$ cat src/shared/radio_autocal_consts.svh
// Offsets, field positions, reset values and timing counts of the radio config block
`ifndef RADIO_AUTOCAL_CONSTS_SVH
`define RADIO_AUTOCAL_CONSTS_SVH

`define CFG0_OFFSET     8'h18
`define TUNE_OFFSET     8'h20
`define CTRL_OFFSET     8'h24
`define STATUS_OFFSET   8'h28

`define CFG0_RESET      8'h04
`define TUNE_RESET      8'hf8
`define CTRL_RESET      8'h00

`define CFG0_RW_MASK    8'h3f
`define TUNE_RW_MASK    8'hfb
`define CTRL_RW_MASK    8'h03

`define CFG0_FORCE_BIT  0
`define CFG0_PO_LSB     2
`define CFG0_CAL_LSB    4

`define CLK_PERIOD_NS   100
`define PO_TICK_NS      2300
`define PO_TICK_CYCLES  ((`PO_TICK_NS + `CLK_PERIOD_NS - 1) / `CLK_PERIOD_NS)
`define CAL_CYCLES      8
`define AUTO_CAL_EVERY  4

`define RESP_OKAY       2'b00
`define RESP_SLVERR     2'b10

`endif

$ cat src/shared/radio_autocal_pkg.sv
// Types of the radio state machine configuration block
`default_nettype none

package radio_autocal_pkg;

	typedef enum logic [2:0] {
		ST_SLEEP  = 3'h0,
		ST_IDLE   = 3'h1,
		ST_CAL    = 3'h3,
		ST_SYNTH_ON_TX_READY_STATE = 3'h2,
		ST_TX     = 3'h6
	} radio_state_t;

	typedef enum logic [1:0] {
		CAL_NEVER       = 2'h0,
		CAL_FROM_IDLE   = 2'h1,
		CAL_TO_IDLE     = 2'h2,
		CAL_EVERY_4TH   = 2'h3
	} autocal_mode_t;

	typedef enum logic [1:0] {
		AFTER_TX_IDLE     = 2'h0,
		AFTER_TX_SYNTH_ON_TX_READY_STATE   = 2'h1,
		AFTER_TX_STAY     = 2'h2,
		AFTER_TX_RESERVED = 2'h3
	} after_tx_t;

endpackage

`default_nettype wire

$ cat src/logic/pin_sync.sv
// Three-flop input synchroniser; output changes once stages two and three agree
`timescale 1ns/1ps
`default_nettype none

module pin_sync (
	input  wire logic sys_clk,
	input  wire logic sys_rst,
	input  wire logic pin_in,
	output var  logic level_q
);

	logic s1_q;
	logic s2_q;
	logic s3_q;

	always_ff @(posedge sys_clk or posedge sys_rst) begin
		if (sys_rst) begin
			s1_q <= 1'b0;
			s2_q <= 1'b0;
			s3_q <= 1'b0;
		end else begin
			s1_q <= pin_in;
			s2_q <= s1_q;
			s3_q <= s2_q;
		end
	end

	always_ff @(posedge sys_clk or posedge sys_rst) begin
		if (sys_rst) begin
			level_q <= 1'b0;
		end else if (s2_q == s3_q) begin
			level_q <= s3_q;
		end
	end

endmodule // pin_sync

`default_nettype wire

$ cat src/logic/powerup_timer.sv
// Power-on timeout counter gating the oscillator-stable and chip-ready indications
`timescale 1ns/1ps
`default_nettype none

module powerup_timer #(
	parameter int unsigned TICK_CYCLES = 23
) (
	input  wire logic       sys_clk,
	input  wire logic       sys_rst,
	input  wire logic       osc_running,
	input  wire logic [1:0] timeout_sel,
	output var  logic       osc_stable_flag,
	output var  logic       chip_ready_low
);

	localparam int TW = $clog2(TICK_CYCLES + 1);

	logic [TW-1:0] tick_q;
	logic [8:0]    expire_q;
	logic [8:0]    target;
	logic          tick_end;
	logic [15:0]   wait_cnt_q;

	always_comb begin
		case (timeout_sel)
			2'h0:    target = 9'h001;
			2'h1:    target = 9'h010;
			2'h2:    target = 9'h040;
			default: target = 9'h100;
		endcase
	end

	assign tick_end = (tick_q == TW'(TICK_CYCLES - 1));

	// Counts timer expirations from oscillator start
	always_ff @(posedge sys_clk or posedge sys_rst) begin
		if (sys_rst) begin
			tick_q   <= '0;
			expire_q <= '0;
		end else if (!osc_running || osc_stable_flag) begin
			tick_q   <= '0;
			expire_q <= '0;
		end else if (tick_end) begin
			tick_q   <= '0;
			expire_q <= expire_q + 9'h001;
		end else begin
			tick_q <= tick_q + TW'(1);
		end
	end

	// Both indications come from the same condition on the same edge
	always_ff @(posedge sys_clk or posedge sys_rst) begin
		if (sys_rst) begin
			osc_stable_flag <= 1'b0;
			chip_ready_low  <= 1'b1;
		end else if (!osc_running) begin
			osc_stable_flag <= 1'b0;
			chip_ready_low  <= 1'b1;
		end else if (tick_end && expire_q == target - 9'h001) begin
			osc_stable_flag <= 1'b1;
			chip_ready_low  <= 1'b0;
		end
	end

	// Cycles spent waiting, watched by the checks below
	always_ff @(posedge sys_clk or posedge sys_rst) begin
		if (sys_rst) begin
			wait_cnt_q <= '0;
		end else if (!osc_running) begin
			wait_cnt_q <= '0;
		end else if (!osc_stable_flag) begin
			wait_cnt_q <= wait_cnt_q + 16'h0001;
		end
	end
endmodule // powerup_timer

`default_nettype wire

$ cat src/logic/radio_state_autocal_config.sv
// Radio state machine with synthesizer autocalibration, power-on timeout and AXI4-Lite registers
//
// How it works
// - Select 00: no automatic calibration; only the manual calibrate strobe calibrates.
// - Select 01: calibrate on every idle to transmit or synth-on-ready transition.
// - Select 10: calibrate on each automatic return from transmit to idle.
// - Select 11: count automatic returns, calibrate on every fourth one.
// - Timeout field picks 1, 16, 64 or 256 timer expirations before ready.
// - One expiration lasts about 2.3 to 2.4 us, scaling with crystal period.
// - Oscillator-stable and chip-ready-low change on the same cycle.
// - Force bit keeps the crystal oscillator running in sleep.
// - After-transmit field picks idle, synth-on-ready, or stay and restart preamble.
//
// The AXI4-Lite register port is this design's own decision.
`timescale 1ns/1ps
`default_nettype none
`include "radio_autocal_consts.svh"

module radio_state_autocal_config #(
	parameter int unsigned TICK_CYCLES = `PO_TICK_CYCLES,
	parameter int unsigned CAL_CYCLES  = `CAL_CYCLES
) (
	input  wire logic        sys_clk,
	input  wire logic        sys_rst,
	input  wire logic [7:0]  awaddr,
	input  wire logic        awvalid,
	output var  logic        awready,
	input  wire logic [31:0] wdata,
	input  wire logic [3:0]  wstrb,
	input  wire logic        wvalid,
	output var  logic        wready,
	output var  logic [1:0]  bresp,
	output var  logic        bvalid,
	input  wire logic        bready,
	input  wire logic [7:0]  araddr,
	input  wire logic        arvalid,
	output var  logic        arready,
	output var  logic [31:0] rdata,
	output var  logic [1:0]  rresp,
	output var  logic        rvalid,
	input  wire logic        rready,
	input  wire logic        manual_calibrate_strobe,
	input  wire logic        tx_strobe,
	input  wire logic        synth_on_tx_ready_state_strobe,
	input  wire logic        idle_strobe,
	input  wire logic        sleep_strobe,
	input  wire logic        packet_done,
	input  wire logic        osc_running_pin,
	output var  logic        osc_enable,
	output var  logic        osc_stable_flag,
	output var  logic        chip_ready_low,
	output var  logic [2:0]  radio_state,
	output var  logic        preamble_restart
);

	localparam int CW = $clog2(CAL_CYCLES + 1);

	logic [7:0]  cfg0_q;
	logic [7:0]  tune_q;
	logic [7:0]  ctrl_q;
	logic        aw_have_q;
	logic        w_have_q;
	logic [7:0]  wr_addr_q;
	logic [7:0]  wr_data_q;
	logic        wr_lane_q;
	logic [7:0]  rd_addr_q;
	logic        wr_go;
	logic        osc_running;
	logic [CW-1:0] cal_cnt_q;
	logic [1:0]  ret_cnt_q;
	logic        auto_ret;
	logic        cal_on_return;
	logic        idle_start;

	radio_autocal_pkg::radio_state_t  state_q;
	radio_autocal_pkg::radio_state_t  after_cal_q;
	radio_autocal_pkg::radio_state_t  idle_target;
	radio_autocal_pkg::autocal_mode_t cal_mode;
	radio_autocal_pkg::after_tx_t     after_tx_next_state;

	assign cal_mode            = radio_autocal_pkg::autocal_mode_t'(cfg0_q[`CFG0_CAL_LSB +: 2]);
	assign after_tx_next_state = radio_autocal_pkg::after_tx_t'(ctrl_q[1:0]);
	assign radio_state         = state_q;

	function automatic logic mapped(input logic [7:0] a);
		mapped = ({a[7:2], 2'b00} == `CFG0_OFFSET) || ({a[7:2], 2'b00} == `TUNE_OFFSET)
			|| ({a[7:2], 2'b00} == `CTRL_OFFSET) || ({a[7:2], 2'b00} == `STATUS_OFFSET);
	endfunction

	pin_sync u_osc_sync (
		.sys_clk (sys_clk),
		.sys_rst (sys_rst),
		.pin_in  (osc_running_pin),
		.level_q (osc_running)
	);

	powerup_timer #(
		.TICK_CYCLES (TICK_CYCLES)
	) u_po_timer (
		.sys_clk         (sys_clk),
		.sys_rst         (sys_rst),
		.osc_running     (osc_running),
		.timeout_sel     (cfg0_q[`CFG0_PO_LSB +: 2]),
		.osc_stable_flag (osc_stable_flag),
		.chip_ready_low  (chip_ready_low)
	);

	// Write address and data channels, taken in either order
	always_ff @(posedge sys_clk or posedge sys_rst) begin
		if (sys_rst) begin
			awready   <= 1'b0;
			aw_have_q <= 1'b0;
			wr_addr_q <= 8'h00;
		end else if (awvalid && awready) begin
			awready   <= 1'b0;
			aw_have_q <= 1'b1;
			wr_addr_q <= awaddr;
		end else if (bvalid && bready) begin
			awready   <= 1'b1;
			aw_have_q <= 1'b0;
		end else if (!aw_have_q && !bvalid) begin
			awready <= 1'b1;
		end
	end

	always_ff @(posedge sys_clk or posedge sys_rst) begin
		if (sys_rst) begin
			wready    <= 1'b0;
			w_have_q  <= 1'b0;
			wr_data_q <= 8'h00;
			wr_lane_q <= 1'b0;
		end else if (wvalid && wready) begin
			wready    <= 1'b0;
			w_have_q  <= 1'b1;
			wr_data_q <= wdata[7:0];
			wr_lane_q <= wstrb[0];
		end else if (bvalid && bready) begin
			wready   <= 1'b1;
			w_have_q <= 1'b0;
		end else if (!w_have_q && !bvalid) begin
			wready <= 1'b1;
		end
	end

	assign wr_go = aw_have_q && w_have_q && !bvalid;

	always_ff @(posedge sys_clk or posedge sys_rst) begin
		if (sys_rst) begin
			bvalid <= 1'b0;
			bresp  <= `RESP_OKAY;
		end else if (wr_go) begin
			bvalid <= 1'b1;
			bresp  <= mapped(wr_addr_q) ? `RESP_OKAY : `RESP_SLVERR;
		end else if (bready) begin
			bvalid <= 1'b0;
		end
	end

	// Register storage; unused bits never store
	always_ff @(posedge sys_clk or posedge sys_rst) begin
		if (sys_rst) begin
			cfg0_q <= `CFG0_RESET;
			tune_q <= `TUNE_RESET;
			ctrl_q <= `CTRL_RESET;
		end else if (wr_go && wr_lane_q) begin
			if ({wr_addr_q[7:2], 2'b00} == `CFG0_OFFSET) begin
				cfg0_q <= wr_data_q & `CFG0_RW_MASK;
			end
			if ({wr_addr_q[7:2], 2'b00} == `TUNE_OFFSET) begin
				tune_q <= wr_data_q & `TUNE_RW_MASK;
			end
			if ({wr_addr_q[7:2], 2'b00} == `CTRL_OFFSET) begin
				ctrl_q <= wr_data_q & `CTRL_RW_MASK;
			end
		end
	end

	// Read channel
	always_ff @(posedge sys_clk or posedge sys_rst) begin
		if (sys_rst) begin
			arready   <= 1'b0;
			rvalid    <= 1'b0;
			rdata     <= 32'h00000000;
			rresp     <= `RESP_OKAY;
			rd_addr_q <= 8'h00;
		end else if (arvalid && arready) begin
			arready   <= 1'b0;
			rvalid    <= 1'b1;
			rd_addr_q <= araddr;
			rresp     <= mapped(araddr) ? `RESP_OKAY : `RESP_SLVERR;
			case ({araddr[7:2], 2'b00})
				`CFG0_OFFSET:   rdata <= {24'h000000, cfg0_q};
				`TUNE_OFFSET:   rdata <= {24'h000000, tune_q};
				`CTRL_OFFSET:   rdata <= {24'h000000, ctrl_q};
				`STATUS_OFFSET: rdata <= {25'h0, osc_running, ret_cnt_q,
					osc_stable_flag, state_q};
				default:        rdata <= 32'h00000000;
			endcase
		end else if (rvalid && rready) begin
			arready <= 1'b1;
			rvalid  <= 1'b0;
		end else if (!rvalid) begin
			arready <= 1'b1;
		end
	end

	assign idle_start  = state_q == radio_autocal_pkg::ST_IDLE && !sleep_strobe
		&& !manual_calibrate_strobe && (tx_strobe || synth_on_tx_ready_state_strobe);
	assign idle_target = tx_strobe ? radio_autocal_pkg::ST_TX : radio_autocal_pkg::ST_SYNTH_ON_TX_READY_STATE;
	assign auto_ret    = state_q == radio_autocal_pkg::ST_TX && !idle_strobe && packet_done
		&& after_tx_next_state != radio_autocal_pkg::AFTER_TX_SYNTH_ON_TX_READY_STATE
		&& after_tx_next_state != radio_autocal_pkg::AFTER_TX_STAY;
	assign cal_on_return = cal_mode == radio_autocal_pkg::CAL_TO_IDLE
		|| (cal_mode == radio_autocal_pkg::CAL_EVERY_4TH
			&& ret_cnt_q == 2'(`AUTO_CAL_EVERY - 1));

	// Main radio state machine
	always_ff @(posedge sys_clk or posedge sys_rst) begin
		if (sys_rst) begin
			state_q     <= radio_autocal_pkg::ST_IDLE;
			after_cal_q <= radio_autocal_pkg::ST_IDLE;
		end else begin
			case (state_q)
				radio_autocal_pkg::ST_SLEEP: begin
					if (idle_strobe) begin
						state_q <= radio_autocal_pkg::ST_IDLE;
					end
				end
				radio_autocal_pkg::ST_IDLE: begin
					if (sleep_strobe) begin
						state_q <= radio_autocal_pkg::ST_SLEEP;
					end else if (manual_calibrate_strobe) begin
						state_q     <= radio_autocal_pkg::ST_CAL;
						after_cal_q <= radio_autocal_pkg::ST_IDLE;
					end else if (idle_start) begin
						if (cal_mode == radio_autocal_pkg::CAL_FROM_IDLE) begin
							state_q     <= radio_autocal_pkg::ST_CAL;
							after_cal_q <= idle_target;
						end else begin
							state_q <= idle_target;
						end
					end
				end
				radio_autocal_pkg::ST_SYNTH_ON_TX_READY_STATE: begin
					if (tx_strobe) begin
						state_q <= radio_autocal_pkg::ST_TX;
					end else if (idle_strobe) begin
						state_q <= radio_autocal_pkg::ST_IDLE;
					end
				end
				radio_autocal_pkg::ST_TX: begin
					if (idle_strobe) begin
						state_q <= radio_autocal_pkg::ST_IDLE;
					end else if (packet_done) begin
						case (after_tx_next_state)
							radio_autocal_pkg::AFTER_TX_SYNTH_ON_TX_READY_STATE:
								state_q <= radio_autocal_pkg::ST_SYNTH_ON_TX_READY_STATE;
							radio_autocal_pkg::AFTER_TX_STAY:
								state_q <= radio_autocal_pkg::ST_TX;
							default: begin
								if (cal_on_return) begin
									state_q     <= radio_autocal_pkg::ST_CAL;
									after_cal_q <= radio_autocal_pkg::ST_IDLE;
								end else begin
									state_q <= radio_autocal_pkg::ST_IDLE;
								end
							end
						endcase
					end
				end
				radio_autocal_pkg::ST_CAL: begin
					if (cal_cnt_q == CW'(CAL_CYCLES - 1)) begin
						state_q <= after_cal_q;
					end
				end
				default: state_q <= radio_autocal_pkg::ST_IDLE;
			endcase
		end
	end

	// Calibration duration
	always_ff @(posedge sys_clk or posedge sys_rst) begin
		if (sys_rst) begin
			cal_cnt_q <= '0;
		end else if (state_q == radio_autocal_pkg::ST_CAL) begin
			cal_cnt_q <= cal_cnt_q + CW'(1);
		end else begin
			cal_cnt_q <= '0;
		end
	end

	// Automatic return counter, wraps every fourth return
	always_ff @(posedge sys_clk or posedge sys_rst) begin
		if (sys_rst) begin
			ret_cnt_q <= 2'h0;
		end else if (auto_ret && cal_mode == radio_autocal_pkg::CAL_EVERY_4TH) begin
			ret_cnt_q <= ret_cnt_q + 2'h1;
		end
	end

	always_ff @(posedge sys_clk or posedge sys_rst) begin
		if (sys_rst) begin
			preamble_restart <= 1'b0;
		end else begin
			preamble_restart <= state_q == radio_autocal_pkg::ST_TX && !idle_strobe
				&& packet_done && after_tx_next_state == radio_autocal_pkg::AFTER_TX_STAY;
		end
	end

	always_ff @(posedge sys_clk or posedge sys_rst) begin
		if (sys_rst) begin
			osc_enable <= 1'b1;
		end else begin
			osc_enable <= state_q != radio_autocal_pkg::ST_SLEEP
				|| cfg0_q[`CFG0_FORCE_BIT];
		end
	end
endmodule // radio_state_autocal_config

`default_nettype wire

$ cat config.mk
export PLATFORM = sky130hd
export DESIGN_NAME = radio_state_autocal_config
export DESIGN_NICKNAME = d
export VERILOG_FILES = /design/src/shared/radio_autocal_pkg.sv /design/src/logic/pin_sync.sv /design/src/logic/powerup_timer.sv /design/src/logic/radio_state_autocal_config.sv
export VERILOG_INCLUDE_DIRS = /design/src /design/src/shared
export SDC_FILE = /design/constraint.sdc
export NUM_CORES = 1
export LEC_CHECK = 0
export BUFFER_PORTS_ARGS = -buffer_cell sky130_fd_sc_hd__buf_2
export CAP_MARGIN = 20
export CORE_UTILIZATION = 54
export DETAILED_ROUTE_END_ITERATION = 12
export PLACE_DENSITY_LB_ADDON = 0.05
export SLEW_MARGIN = 10
export SYNTH_ARGS = -nofsm -noshare
export SYNTH_HDL_FRONTEND = slang
export SYNTH_SLANG_ARGS = --single-unit
$ cat constraint.sdc
create_clock -name sys_clk -period 3.9 [get_ports sys_clk]
set_input_delay 0.39 -clock sys_clk [delete_from_list [all_inputs] [get_ports sys_clk]]
set_output_delay 0.39 -clock sys_clk [all_outputs]
set_load 0.1 [all_outputs]
## Word level (Yosys, flattened, before mapping)

Cells that the tools add are included.

| storage, ports and cells | value |
|---|---|
| register bits | 109 |
| bits of input ports | 66 |
| logic and storage cells | 179 |
| output and inout bits | 48 |

| cells by class | value |
|---|---|
| multiplexer cells | 51 |
| reductions and logical operators | 55 |
| eq/ne operators | 38 |
| add/sub/neg operators | 5 |

Operator list:

| cell | count |
|---|---|
| 2-to-1 mux 3 bit | 18 |
| == test 6 x 4 -> 1 bit (second input constant) | 6 |
| one-hot mux 8 bit (4 select lines) | 1 |
| one-hot mux 9 bit (3 select lines) | 1 |
| logical AND 1 bit | 21 |
| 2-to-1 mux 1 bit | 20 |
| 2-to-1 mux 9 bit | 2 |
| one-hot mux 3 bit (5 select lines) | 1 |
| inequality test 2 bit (second input constant) | 7 |
| == test 6 x 3 -> 1 bit (second input constant) | 2 |
| one-hot mux 3 bit (2 select lines) | 2 |
| nonzero test 2 bit | 6 |
| == test 2 bit (second input constant) | 5 |
| logical OR 1 bit | 10 |
| 2-to-1 mux 5 bit | 2 |
| adder 9 x 1 -> 9 bit (second input constant) | 1 |
| == test 9 bit | 1 |
| nonzero test 3 bit | 3 |
| subtractor 9 x 1 -> 9 bit (second input constant) | 1 |
| AND reduction 8 bit | 1 |
| logical NOT 1 bit | 7 |
| == test 2 x 1 -> 1 bit (second input constant) | 3 |
| == test 3 x 2 -> 1 bit (second input constant) | 2 |
| 2-to-1 mux 2 bit | 3 |
| other kinds (19) | 23 |

## Longest topological paths before layout

| depth | value |
|---|---|
| depth after elaboration | 8 |
| mapped depth | 7 |
| mapped depth without buffers | 6 |

## Hierarchy

From an unflattened synthesis, not the netlist that was laid out.

| unflattened totals | value |
|---|---|
| cells, all modules | 346 |
| area total of the unflattened synthesis | 3946.3 um^2 |

Modules (own cells, without submodules):

| module | area an instance (um^2) | instances | sequential area each (um^2) | cells each |
|---|---|---|---|---|
| radio_state_autocal_config | 3022.9 | 1 | 1537.7 | 260 |
| powerup_timer | 808.3 | 1 | 401.6 | 80 |
| pin_sync | 115.1 | 1 | 100.1 | 6 |

## Least setup slack after synthesis

Ideal clock, no wire load.

| path | value |
|---|---|
| kind | reg-to-reg |
| from | register bvalid |
| to | register ctrl_q[0] |
| arrival time | 2.450 ns |
| setup slack | 1.325 ns |
| setup time | 0.125 ns |
| stages on the path, launching flop included | 5 |
| data required time | 3.775 ns |
| clock period less this slack | 2.575 ns |
| buffers on the path | 0 |
| cells stage by stage | dfrtp_1 -> nand3b_4 -> or4b_4 -> or4b_4 -> mux2_4 |

| on the way | value |
|---|---|
| cells in the longest elaborated chain, start to end | 4 |

RTL lines:

| element | RTL line | text |
|---|---|---|
| from (decl) | radio_state_autocal_config.sv:33 | `output var logic bvalid,` |
| from (signal assigned) | radio_state_autocal_config.sv:149 | `bvalid <= 1'b0;` |
| from (signal assigned) | radio_state_autocal_config.sv:152 | `bvalid <= 1'b1;` |
| from (signal assigned) | radio_state_autocal_config.sv:155 | `bvalid <= 1'b0;` |
| logical NOT 1 bit | radio_state_autocal_config.sv:145 | `assign wr_go = aw_have_q && w_have_q && !bvalid;` |
| logical AND 1 bit | radio_state_autocal_config.sv:145 |  |
| logical AND 1 bit | radio_state_autocal_config.sv:165 | `end else if (wr_go && wr_lane_q) begin` |
| AND reduction 2 bit (no source line) | n/a |  |
| to (signal assigned) | radio_state_autocal_config.sv:164 | `` ctrl_q <= `CTRL_RESET; `` |
| to (signal assigned) | radio_state_autocal_config.sv:173 | `` ctrl_q <= wr_data_q & `CTRL_RW_MASK; `` |
| to (decl) | radio_state_autocal_config.sv:60 | `logic [7:0] ctrl_q;` |

Every way passes these cells.
A chain may end at the register's enable or synchronous reset.

## Worst setup path in the final report

| path | value |
|---|---|
| from | register bvalid |
| to | register tune_q[0] |

| on the way | value |
|---|---|
| cells in the longest elaborated chain, start to end | 4 |

RTL lines:

| element | RTL line | text |
|---|---|---|
| logical NOT 1 bit | radio_state_autocal_config.sv:145 |  |
| logical AND 1 bit | radio_state_autocal_config.sv:145 |  |
| logical AND 1 bit | radio_state_autocal_config.sv:165 |  |
| AND reduction 2 bit (no source line) | n/a |  |
| to (signal assigned) | radio_state_autocal_config.sv:163 | `` tune_q <= `TUNE_RESET; `` |
| to (signal assigned) | radio_state_autocal_config.sv:170 | `` tune_q <= wr_data_q & `TUNE_RW_MASK; `` |
| to (decl) | radio_state_autocal_config.sv:59 | `logic [7:0] tune_q;` |

Every way passes these cells.

==> impl_metrics.toml <==
[final_layout]
area_delta_synth_final_pct = 13.3
diodes = 0
drive_above_1_share_pct = 29.3
fin_nets = 478

[timing]
max_freq_ghz = 0.458
setup_viol = 0
timing.setup.tns_ns = 0
drv_slew = 0
finalCritPeriodShare_pct = 55.9
tightest_slew_ns = 0.915
setup_ws_ns = 1.72
hold_violations = 0
rsz0062_at_grt = "no"
final.min_clock_period_ns = 2.18
fin_skew_ns = 0.00851
maxSlewHeadroom_pct = 38.9

[global_route]
grt_pass1_wl_mm = 11.8
grt_max_degree = 56
grt_pass1_vias = 2470
gr-max-usage-layer = "met1"
antenna_found_initial = 0
grt.met2_usage_pct = 29.3
use_met3_pct = 4.55
met1_usage_pct = 30.3
globalRouteTotalUtil_pct = 20.3
overflow = 0

[detailed_routing]
routed_wl_mm = 7.09
wl_per_cell_um = 14.0
vias_per_cell = 5.36
postRouteAntennaNets = 0
drc = 0
vias = 2713
drt-initial-drc-count = 118
drt_first_pass_iters = 4

[floorplanning]
io_pins = 114
core_um2 = 6910
fp.dieH_um = 87.4
die_area_um2 = 7630
initial_core_util_pct = 57.0
die_w_um = 87.4
rows = 30

[power]
p_per_area_nw_per_um2 = 691
p_total_uw = 3080
ir_drop_uv = 523
p_leak_uw = 0.00213

[placed_design]
place_congestion = 0.838
pre_cts_slack_ns = 1.71
dp_hpwl_mm = 5.16
portBuffers = 56

[synthesis]
async_reset_ff_share_pct = 100
yosys-top-cells-count = "dfrtp_1 (71), mux2_2 (29), buf_4 (26)"
synth.avg_cell_area_um2 = 11.4
synth_area_leaders = "dfrtp_1 (45%), mux2_2 (8.3%), dfstp_2 (6.7%)"
synth_top_area_share_pct = 45.1
synthCells = 346
yosysTopAreaCell = "dfrtp_1"
ys_types = 59
synth_area_um2 = 3940
synth_most_common_cell = "dfrtp_1"
yosys_warnings = 0
seq_area_frac_synth_pct = 51.8
synth_edf_count = 0
ys.flop_type = "dfrtp_1"
ys_seq_elements = 81

[worst_setup_path]
start_kind = "flop"
worstSetupPathType = "reg2reg"
reg2reg_from = "bvalid"
cp_max_fo = 7
reg2reg_to = "tune_q[0]"
end_kind = "flop"
cp_data_required_time_ns = 4.12
worstPathArrival_ns = 2.40
ff2ff_path_depth = 4
ff2ff_setup_slack_ns = 1.72

[cts]
clock_path_buffers = 2
clockRootBuffer = "clkbuf_8"
cts_resized = 0
cts_sinks = 81
htreeDepth = 3
post_cts_buffers = 0
numCtsBuffers = 9
cts_hold_repair.buffers = 0
cts_tree = "done"
clkLatencyLatePin_ns = 0.34
clk_pin_slew_worst_paths_ns = 0.08

[hold_path]
hold_depth = 1
hp-class = "in2reg"
min_to = "u_osc_sync.s1_q"
hp-start = "osc_running_pin"

[job]
maxCapViolCount = 0

[run_status]
status = "complete, no violations"
critical path: stages (launching register included):
cell	delay (ns)
dfrtp_1	0.42
nand3b_4	0.18
or4b_4	0.56
nor4_4	0.52
mux2_2	0.39
kinds of logic (layout without fill, tap and decap cells):
family	Yosys count	in the layout	share of synthesized area, %
DFF	81	81	51.8
xor gates and xnor gates	14	14	3.11
other	1	26	0.0953
muxes	35	35	10.1
buffers and inverters	47	86	6.96
adders and majority gates	8	8	2.48
and+or+nand+nor	106	106	16.0
AOI/OAI and AO/OA	54	54	9.50
power by group:
part	total [uW]	leakage, uW	internal, uW	switching [uW]
registers	1320	0.00102	1090	235
logic	1020	0.000988	335	687
clock network	738	0.000121	446	291
state kept, by name (all words and copies together), names as in the netlist, 2 cells and up:
| name | count |
|---|---|
| ret_cnt_q | 2 |
| wr_data_q | 8 |
| wr_addr_q | 6 |
| u_po_timer.tick_q | 5 |
| cal_cnt_q | 4 |
| ctrl_q | 2 |
| radio_state | 3 |
| cfg0_q | 6 |
| after_cal_q | 3 |
| rdata | 8 |
| u_po_timer.expire_q | 9 |
| tune_q | 7 |
metrics by stage:
| step | cell area, um2 | std cells | hold slack, ns | utilization, % |
|---|---|---|---|---|
| CTS | 4460 | 506 | 0.136 | 64.5 |
| finish | 4460 | 506 | 0.155 | 64.5 |
| detailed placement | 4210 | 490 | 0.352 | 61.0 |
| global route | 4460 | 506 | 0.132 | 64.5 |
| floorplan | 4030 | 371 | 0.331 | - |
| global placement | 4210 | 490 | 0.332 | 61.0 |
area by class of cell:
type,instances,area (um2)
tap,96,120
sequential,81,2040
clock buffer,12,145
fill,577,2450
clock inverter,4,98.8
multi-input combinational,243,1720
timing repair buffer,57,288
inverter,13,50.0
routing by layer:
layer,share of wire (%),wire length (um)
met4,1.2,82
met2,43,3060
met3,5.5,391
met1,50,3550
met5,0,0
cell usage in the layout (no fill, tap or decap), drive strengths merged, types with 3 or more instances in the layout:
cell type and count:
nand3 7, nor3 9, o21a 4, nor2 23
o21ai 14, nand2 21, mux2 31, nor4 3
and3 5, nand2b 5, ha 7, xor2 10
a21o 4, buf 57, clkbuf 12, conb 26
nor2b 3, inv 13, or4b 3, a221oi 6
nor3b 3, a21oi 6, xnor2 4, dfstp 10
dfrtp 71, nand3b 7, nor4b 4, and2 3
mux2i 4, bufinv 3
how the worst max path moves through the flow:
stage / start / end / depth (start not counted)
after floorplan: bvalid / ctrl_q[0] / 4
after global placement: bvalid / tune_q[0] / 4
after detailed placement: bvalid / tune_q[0] / 4
after CTS: bvalid / tune_q[0] / 4
after global routing: bvalid / tune_q[0] / 4
final: bvalid / tune_q[0] / 4
No activity file was read; power rests on OpenSTA's default activity.
